[src/merb_map.svh]
// Register offsets, field positions and reset values of the error record bank
`ifndef MERB_MAP_SVH
`define MERB_MAP_SVH
`define MERB_UNCORR_COUNT_OFF  12'h868
`define MERB_FEATURE_OFF       12'h880
`define MERB_CONTROL_OFF       12'h888
`define MERB_STATUS_OFF        12'h890
`define MERB_ADDR0_OFF         12'h898
`define MERB_ADDR1_OFF         12'h89c
`define MERB_FIRST_LOC_OFF     12'h8a0
`define MERB_FIRST_BANK_OFF    12'h8a4
`define MERB_SUMMARY_OFF       12'h920
`define MERB_IRQ_STATUS_OFF    12'h930
`define MERB_IRQ_MASK_OFF      12'h934
`define MERB_FEATURE_RST       32'h000009aa
`define MERB_ZERO              32'h00000000
`define MERB_STATUS_V_BIT      30
`define MERB_STATUS_UE_BIT     29
`define MERB_STATUS_OF_BIT     27
`define MERB_SUMMARY_V_BIT     6
`define MERB_ADDR1_MASK        32'h0000003f
`define MERB_IRQ_ERR_BIT       0
`define MERB_IRQ_OVF_BIT       1
`define MERB_IRQ_MASK_W        32'h00000003
`endif

[src/merb_pkg.sv]
// Types shared by the error record bank
package merb_pkg;
  typedef enum logic [1:0] {
    MERB_B_IDLE,
    MERB_B_RESP
  } merb_wstate_type;

  typedef struct packed {
    merb_wstate_type wstate;
    logic            awready;
    logic            wready;
    logic            aw_held;
    logic            w_held;
    logic [11:0]     awaddr;
    logic [31:0]     wdata;
    logic [3:0]      wstrb;
    logic            bvalid;
    logic [1:0]      bresp;
    logic            arready;
    logic            rvalid;
    logic [31:0]     rdata;
    logic [1:0]      rresp;
    logic [31:0]     uncorr_count;
    logic [31:0]     status;
    logic [31:0]     addr0;
    logic [31:0]     addr1;
    logic [31:0]     first_loc;
    logic [31:0]     first_bank;
    logic [31:0]     summary;
    logic [1:0]      irq_status;
    logic [1:0]      irq_mask;
    logic            irq;
    logic [31:0]     feature;
  } merb_state_type;
endpackage

[src/merb_record_bank.sv]
// Error record bank: one memory error record with capture, summary and interrupt
//
// Notes on behaviour
// - A 32-bit read-write counter of uncorrectable errors resets to zero.
// - The feature register is read-only and returns the global feature record value.
// - The control register is reserved, read-only and always reads zero.
// - The status register holds record valid, uncorrectable and overflow flags, read-write.
// - Address capture one holds bank in 31:28, row in 27:10, column in 9:0.
// - Address capture two holds rank in 2:0, stack select in 5:3, reserved above.
// - The first location capture holds rank, row and column of the first error.
// - The second capture holds bank, logical rank and buffer id of the first error.
// - The summary register has one field per record copying its valid bit.
// - Every register is readable and the writable ones writable in any state.
`timescale 1ns/1ps
`include "merb_map.svh"

module merb_record_bank #(
  // Position of this record's field in the summary word
  parameter int RECORD_INDEX = `MERB_SUMMARY_V_BIT
) (
  // Clock and reset
  input  wire logic        aclk,
  input  wire logic        aresetn,
  // AXI4-Lite write address and data
  input  wire logic [11:0] s_axi_awaddr,
  input  wire logic        s_axi_awvalid,
  output logic             s_axi_awready,
  input  wire logic [31:0] s_axi_wdata,
  input  wire logic [3:0]  s_axi_wstrb,
  input  wire logic        s_axi_wvalid,
  output logic             s_axi_wready,
  // AXI4-Lite write response
  output logic [1:0]       s_axi_bresp,
  output logic             s_axi_bvalid,
  input  wire logic        s_axi_bready,
  // AXI4-Lite read
  input  wire logic [11:0] s_axi_araddr,
  input  wire logic        s_axi_arvalid,
  output logic             s_axi_arready,
  output logic [31:0]      s_axi_rdata,
  output logic [1:0]       s_axi_rresp,
  output logic             s_axi_rvalid,
  input  wire logic        s_axi_rready,
  // Global records and error capture from the controller
  input  wire logic [31:0] global_feature_record,
  input  wire logic        err_valid,
  input  wire logic        err_uncorrectable,
  input  wire logic [3:0]  err_bank,
  input  wire logic [17:0] err_row,
  input  wire logic [9:0]  err_column,
  input  wire logic [2:0]  err_rank,
  input  wire logic [2:0]  err_stack_select,
  input  wire logic [2:0]  err_logical_rank,
  input  wire logic [7:0]  err_buffer_id,
  // Interrupt
  output logic             irq
);
  import merb_pkg::*;

  // Register map of this record, byte offsets
  //   0x868  uncorrectable error count, read-write
  //   0x880  feature mirror, read-only copy of the global record
  //   0x888  control, reserved, reads zero, writes ignored
  //   0x890  error status, read-write
  //   0x898  bank, row and column of the captured error
  //   0x89c  stack select and rank of the captured error
  //   0x8a0  rank, row and column of the first error since a clear
  //   0x8a4  bank, logical rank and buffer id of that first error
  //   0x920  summary, one valid copy per record, writes ignored
  //   0x930  interrupt causes, write one to clear
  //   0x934  interrupt mask, same layout as the causes
  //
  // Error status word
  //   bit 30  record valid, set by a capture, cleared by software
  //   bit 29  the captured error was uncorrectable
  //   bit 27  another error arrived while the record was held
  //   other   plain storage for software
  //   Clearing valid frees the record for the next error.
  //
  // Capture words, all four loaded together by one capture
  //   0x898  bank 31:28, row 27:10, column 9:0
  //   0x89c  stack select 5:3, rank 2:0, bits 31:6 kept zero
  //   0x8a0  rank 31:29, row 28:11, zero at 10, column 9:0
  //   0x8a4  buffer id 14:7, logical rank 6:4, bank 3:0, zero above
  //
  // Interrupt causes
  //   bit 0  an error was captured into a free record
  //   bit 1  an error met a held record
  //   A cause raised in the cycle of its clear stays set.
  //   The interrupt line is high while any unmasked cause is set.
  //
  // Bus behaviour
  //   Write address and data are taken in either order.
  //   A write lands one cycle after both halves are held.
  //   Its response then stands until bready is seen.
  //   A read answers one cycle after its address is taken.
  //   One write and one read at most are under way at a time.
  //   Unmapped addresses answer SLVERR and change nothing.
  //   Writes to read-only places answer OKAY and change nothing.
  //
  // Limitations
  //   One record only; an error that meets a held record is counted if uncorrectable
  //   and flags overflow, but its location is not kept.
  //   Clearing valid in the cycle of a new error drops its location;
  //   its overflow cause is still raised.
  //   The count wraps to zero past its top value.
  //   The mirror follows the global record one cycle late.
  //   Interrupt causes and mask use only their low two bits.
  //   Byte strobes apply to every writable register except the mask, which an unstrobed low byte clears.

  merb_state_type st_r;
  merb_state_type st_nxt;

  logic [31:0] wmask;
  logic [31:0] wr_val;
  logic [31:0] rd_val;
  logic        rd_ok;
  logic        wr_ok;
  logic        do_write;
  logic        captured;
  logic        ovf_event;
  logic [31:0] cap_addr0;
  logic [31:0] cap_addr1;
  logic [31:0] cap_loc;
  logic [31:0] cap_bank;

  // Byte-lane mask from write strobes
  always_comb begin
    for (int i = 0; i < 4; i++) begin
      wmask[i*8 +: 8] = {8{st_r.wstrb[i]}};
    end
  end

  // Read decode; unmapped addresses answer SLVERR with zero data
  always_comb begin
    rd_val = `MERB_ZERO;
    rd_ok  = 1'b1;
    unique case (s_axi_araddr)
      `MERB_UNCORR_COUNT_OFF: rd_val = st_r.uncorr_count;
      `MERB_FEATURE_OFF:      rd_val = st_r.feature;
      `MERB_CONTROL_OFF:      rd_val = `MERB_ZERO;
      `MERB_STATUS_OFF:       rd_val = st_r.status;
      `MERB_ADDR0_OFF:        rd_val = st_r.addr0;
      `MERB_ADDR1_OFF:        rd_val = st_r.addr1;
      `MERB_FIRST_LOC_OFF:    rd_val = st_r.first_loc;
      `MERB_FIRST_BANK_OFF:   rd_val = st_r.first_bank;
      `MERB_SUMMARY_OFF:      rd_val = st_r.summary;
      `MERB_IRQ_STATUS_OFF:   rd_val = {30'h0, st_r.irq_status};
      `MERB_IRQ_MASK_OFF:     rd_val = {30'h0, st_r.irq_mask};
      default:                rd_ok  = 1'b0;
    endcase
  end

  // Write decode; read-only registers accept and ignore, unmapped gets SLVERR
  always_comb begin
    unique case (st_r.awaddr)
      `MERB_UNCORR_COUNT_OFF, `MERB_FEATURE_OFF, `MERB_CONTROL_OFF, `MERB_STATUS_OFF,
      `MERB_ADDR0_OFF, `MERB_ADDR1_OFF, `MERB_FIRST_LOC_OFF, `MERB_FIRST_BANK_OFF,
      `MERB_SUMMARY_OFF, `MERB_IRQ_STATUS_OFF, `MERB_IRQ_MASK_OFF: wr_ok = 1'b1;
      default: wr_ok = 1'b0;
    endcase
  end

  // Captures happen only while no earlier error is held
  assign captured  = err_valid && !st_r.status[`MERB_STATUS_V_BIT];
  assign ovf_event = err_valid && st_r.status[`MERB_STATUS_V_BIT];
  assign do_write  = st_r.wstate == MERB_B_IDLE && st_r.aw_held && st_r.w_held;

  // Capture words in register layout, each exactly one word wide
  assign cap_addr0 = {err_bank, err_row, err_column};
  assign cap_addr1 = {26'h0, err_stack_select, err_rank};
  assign cap_loc   = {err_rank, err_row, 1'h0, err_column};
  assign cap_bank  = {17'h0, err_buffer_id, err_logical_rank, err_bank};

  // Next state: bus handshake, register writes, error capture, interrupt
  always_comb begin
    st_nxt = st_r;
    wr_val = st_r.wdata & wmask;

    // Mirror is registered so rdata stays a flop output
    st_nxt.feature = global_feature_record;

    // Address and data are taken independently, each held until used
    if (s_axi_awvalid && st_r.awready) begin
      st_nxt.awaddr  = s_axi_awaddr;
      st_nxt.aw_held = 1'b1;
      st_nxt.awready = 1'b0;
    end
    if (s_axi_wvalid && st_r.wready) begin
      st_nxt.wdata  = s_axi_wdata;
      st_nxt.wstrb  = s_axi_wstrb;
      st_nxt.w_held = 1'b1;
      st_nxt.wready = 1'b0;
    end

    // Software writes, in any controller state
    if (do_write) begin
      unique case (st_r.awaddr)
        `MERB_UNCORR_COUNT_OFF:
          st_nxt.uncorr_count = (st_r.uncorr_count & ~wmask) | wr_val;
        `MERB_STATUS_OFF:
          st_nxt.status = (st_r.status & ~wmask) | wr_val;
        `MERB_ADDR0_OFF:
          st_nxt.addr0 = (st_r.addr0 & ~wmask) | wr_val;
        `MERB_ADDR1_OFF:
          st_nxt.addr1 = (st_r.addr1 & ~wmask) | (wr_val & `MERB_ADDR1_MASK);
        `MERB_FIRST_LOC_OFF:
          st_nxt.first_loc = (st_r.first_loc & ~wmask) | wr_val;
        `MERB_FIRST_BANK_OFF:
          st_nxt.first_bank = (st_r.first_bank & ~wmask) | wr_val;
        `MERB_IRQ_STATUS_OFF:
          st_nxt.irq_status = st_r.irq_status & ~wr_val[1:0];
        `MERB_IRQ_MASK_OFF:
          st_nxt.irq_mask = wr_val[1:0];
        default: begin
        end
      endcase
      st_nxt.bresp   = wr_ok ? 2'b00 : 2'b10;
      st_nxt.bvalid  = 1'b1;
      st_nxt.wstate  = MERB_B_RESP;
      st_nxt.aw_held = 1'b0;
      st_nxt.w_held  = 1'b0;
    end

    // Response done, reopen both channels
    if (st_r.wstate == MERB_B_RESP && s_axi_bready) begin
      st_nxt.bvalid  = 1'b0;
      st_nxt.wstate  = MERB_B_IDLE;
      st_nxt.awready = 1'b1;
      st_nxt.wready  = 1'b1;
    end

    // Hardware capture after software, so a same-cycle event wins
    if (err_valid && err_uncorrectable) begin
      st_nxt.uncorr_count = st_nxt.uncorr_count + 32'h00000001;
    end
    if (captured) begin
      st_nxt.status[`MERB_STATUS_V_BIT]  = 1'h1;
      st_nxt.status[`MERB_STATUS_UE_BIT] = err_uncorrectable;
      st_nxt.addr0      = cap_addr0;
      st_nxt.addr1      = cap_addr1;
      st_nxt.first_loc  = cap_loc;
      st_nxt.first_bank = cap_bank;
    end
    if (ovf_event) begin
      st_nxt.status[`MERB_STATUS_OF_BIT] = 1'b1;
    end

    // Summary mirrors this record's valid bit, overriding any write
    st_nxt.summary = `MERB_ZERO;
    st_nxt.summary[RECORD_INDEX] = st_nxt.status[`MERB_STATUS_V_BIT];

    // Sticky interrupt causes; set beats a write-one clear
    if (captured) begin
      st_nxt.irq_status[`MERB_IRQ_ERR_BIT] = 1'b1;
    end
    if (ovf_event) begin
      st_nxt.irq_status[`MERB_IRQ_OVF_BIT] = 1'b1;
    end
    st_nxt.irq = |(st_nxt.irq_status & st_nxt.irq_mask);

    // Read channel: one read at a time
    if (s_axi_arvalid && st_r.arready) begin
      st_nxt.arready = 1'b0;
      st_nxt.rvalid  = 1'b1;
      st_nxt.rdata   = rd_val;
      st_nxt.rresp   = rd_ok ? 2'b00 : 2'b10;
    end
    if (st_r.rvalid && s_axi_rready) begin
      st_nxt.rvalid  = 1'b0;
      st_nxt.arready = 1'b1;
    end
  end

  // State register
  always_ff @(posedge aclk) begin
    if (!aresetn) begin
      st_r         <= '0;
      st_r.wstate  <= MERB_B_IDLE;
      st_r.awready <= 1'b1;
      st_r.wready  <= 1'b1;
      st_r.arready <= 1'b1;
      // Readies come up high so the first request is taken at once
      st_r.feature <= `MERB_FEATURE_RST;
    end else begin
      st_r <= st_nxt;
    end
  end

  // Outputs straight from flops
  assign s_axi_awready = st_r.awready;
  assign s_axi_wready  = st_r.wready;
  assign s_axi_bvalid  = st_r.bvalid;
  assign s_axi_bresp   = st_r.bresp;
  assign s_axi_arready = st_r.arready;
  assign s_axi_rvalid  = st_r.rvalid;
  assign s_axi_rdata   = st_r.rdata;
  assign s_axi_rresp   = st_r.rresp;
  assign irq           = st_r.irq;
endmodule // merb_record_bank

[config.mk]
export PLATFORM = sky130hd
export DESIGN_NAME = merb_record_bank
export DESIGN_NICKNAME = d
export VERILOG_FILES = /design/src/merb_pkg.sv /design/src/merb_record_bank.sv
export VERILOG_INCLUDE_DIRS = /design/src
export SDC_FILE = /design/constraint.sdc
export NUM_CORES = 1
export LEC_CHECK = 0
export BUFFER_PORTS_ARGS = -buffer_cell sky130_fd_sc_hd__clkbuf_2
export CAP_MARGIN = 20
export CORE_MARGIN = 4
export CORE_UTILIZATION = 30
export DETAILED_ROUTE_END_ITERATION = 10
export GPL_ROUTABILITY_DRIVEN = 1
export GPL_TIMING_DRIVEN = 0
export PLACE_DENSITY_LB_ADDON = 0.12
export SYNTH_ARGS = -nofsm -noshare
export SYNTH_HDL_FRONTEND = slang
export SYNTH_SLANG_ARGS = --single-unit
[constraint.sdc]
create_clock -name aclk -period 3.2 [get_ports aclk]
set_clock_uncertainty 0.1 [all_clocks]
set_input_delay 0.48 -clock aclk [delete_from_list [all_inputs] [get_ports aclk]]
set_output_delay 0.48 -clock aclk [all_outputs]
set_load 0.02 [all_outputs]
==> impl_metrics.env <==
export IMPL_final_cell_mix="dfxtp_1, nand2_1, clkbuf_2"
export IMPL_setup_ws_ps=-131
export IMPL_syn_mean_instance_area_um2=8.64
export IMPL_arrival_ps=3660
export IMPL_power_per_cell_area_nw_per_um2=526
export IMPL_cp_end_kind="register"
export IMPL_cts_made_buffers=38
export IMPL_ant_nets=0
export IMPL_drc=0
export IMPL_wl_um=66700
export IMPL_synth_cell_types=71
export IMPL_area_growth_pct=25.3
export IMPL_gp_congestion=0.933
export IMPL_nFillCells=4902
export IMPL_synth_top_area_share=0.439
export IMPL_worst_setup_path_type="register to register"
export IMPL_coreArea_um2=47700
export IMPL_fp_dieArea_um2=51900
export IMPL_place_hpwl_um=48100
export IMPL_final_layout_size_suffix_gt1_frac=0.218
export IMPL_yosysTopAreaCell="dfxtp_1"
export IMPL_postSynthCellCount=1676
export IMPL_cts_tree="done"
export IMPL_crit_path_start_kind="register"
export IMPL_clock_root_buffer="clkbuf_16"
export IMPL_seq_area_frac_synth=0.439
export IMPL_io_buffers=188
export IMPL_synthFlopType="dfxtp_1"
export IMPL_required_ps=3530
export IMPL_finalSetupViolations=12
export IMPL_synth_edf_count=0
export IMPL_cts_max_level=2
export IMPL_rsz0062_at_grt="yes"
export IMPL_clock_latency_ps=570
export IMPL_max_slew_margin_rel=0.212
export IMPL_grt_pass1_vias=14000
export IMPL_async_reset_ff_frac=0
export IMPL_grt_use_total=0.246
export IMPL_maxCapViolations=0
export IMPL_hold_class="primary input to register"
export IMPL_grt_start_max_net_pins=14
export IMPL_clockBufferDepth=3
export IMPL_die_y_um=228
export IMPL_reg2reg_depth=13
export IMPL_tns_ps=-781
export IMPL_status="finished, violations left"
export IMPL_yosys_register_bits=318
export IMPL_cts_num_sinks=318
export IMPL_first_pass_iters=8
export IMPL_start_util=0.303
export IMPL_die_width_um=228
export IMPL_vias=14100
export IMPL_antenna_found_initial=1
export IMPL_place_inst=2486
export IMPL_hold_depth=3
export IMPL_p_leak_nw=7.36
export IMPL_drt_initial_drc_count=1350
export IMPL_final_cells=2586
export IMPL_nets=2092
export IMPL_timing_fmax_mhz=300
export IMPL_clk_pin_slew_ps=60
export IMPL_rows=80
export IMPL_worst_pin_slew_ps=1180
export IMPL_grt_pass1_wl_um=95600
export IMPL_grt_overflow=0
export IMPL_mostFrequentLayoutCell="dfxtp_1"
export IMPL_syn_area_um2=14500
export IMPL_hold_violations=0
export IMPL_report_final_slew_viol_count=0
export IMPL_io_pins=192
export IMPL_ir_worst_vdd_mv=0.314
export IMPL_viasPerCell=5.46
export IMPL_ys_warn_count=0
export IMPL_wl_per_cell_um=25.8
export IMPL_period_minus_slack_ps=3330
export IMPL_cp_max_fo=5
export IMPL_synth_area_top_cells="dfxtp_1, mux2i_1, nand2_1, a21oi_1, clkbuf_1"
export IMPL_violations="negative setup slack"
export IMPL_fin_crit_sh=1.04
export IMPL_diodes=0
## critical path, stage by stage, from the launching register on
cell     delay, ps
dfxtp_4        340
or4_4          550
nor4_4         360
buf_6          170
mux2_4         320
ha_4           170
nand3_4        100
buf_6          110
nor3_4          40
mux2i_4        500
buf_6          190
nor4_4          30
xor2_1         140
nor2_1          50
## report_power, final
group	internal, mW	switching [mW]
registers	4.12	0.119
clock network	2.62	1.85
logic	0.282	0.560
## stage by stage
step	cell area [um^2]	util	worst slack (ps)	hold WS [ps]	total power, mW
finish	18200	0.380	-131	21.5	9.55
global route	18200	0.380	-178	27.7	9.85
CTS	18000	0.377	-112	3.56	9.60
detailed placement	16300	0.341	-1290	343	5.12
global placement	16200	0.340	-1840	340	5.10
floorplan	14500	-	14.2	326	4.69
## final cells by class
cell class | instances | area (um^2) | share of cell area
clock buffers | 50 | 1040 | 0.0571
flip-flops and latches | 318 | 6380 | 0.351
multi-input cells | 1184 | 7640 | 0.421
clock inverters | 20 | 221 | 0.0122
well taps | 615 | 769 | 0.0424
plain buffers | 159 | 787 | 0.0433
repair buffers | 228 | 1280 | 0.0705
inverters | 12 | 45.0 | 0.00248
## cells in the mapped netlist, types with 17 or more instances
master    number
dfxtp_1      318
nand2_1      248
a21oi_1      178
mux2i_1      131
clkbuf_1     107
nor2_1        85
nand3_1       69
o21ai_0       65
and2_1        54
buf_4         37
a221oi_1      29
mux2_2        26
nor3_1        25
a22oi_1       23
a211oi_1      17
nor4_1        17
## what timing repair did
item                                    4_1_cts  5_1_grt
hold endpoints to repair                     11        0
pin swaps                                    14       11
gates cloned                                  1        0
resized for setup                            58       27
hold buffers                                 11        0
endpoints found under the setup margin      137       98
buffers inserted                             15       10
## cell families after synthesis
group,Yosys count,synth area share
compound gates,395,0.173
xor+xnor,26,0.0157
fa+ha+maj,1,0.000863
buf+inv,176,0.0564
flops,318,0.439
mux,158,0.112
other cells,1,0.000259
simple gates,601,0.203
## metal layers
metal	up-vias	routed length, um	share of wire	track usage
met5	-	13	0.00019	0
met4	2	2370	0.036	0.0894
met3	119	4930	0.074	0.0435
met2	616	29500	0.44	0.387
met1	6868	29900	0.45	0.341
li1	6512	-	-	-
## final timing paths
kind / startpoint / end / slack, ps
worst max-delay path: st_r[338] / st_r[251] / -130
worst min-delay path: s_axi_awaddr[9] / st_r[345] / 20
worst max register to register: st_r[338] / st_r[251] / -130
worst min register to register: s_axi_rdata[13] / s_axi_rdata[13] / 350
No activity file was read; power rests on OpenSTA's default activity.
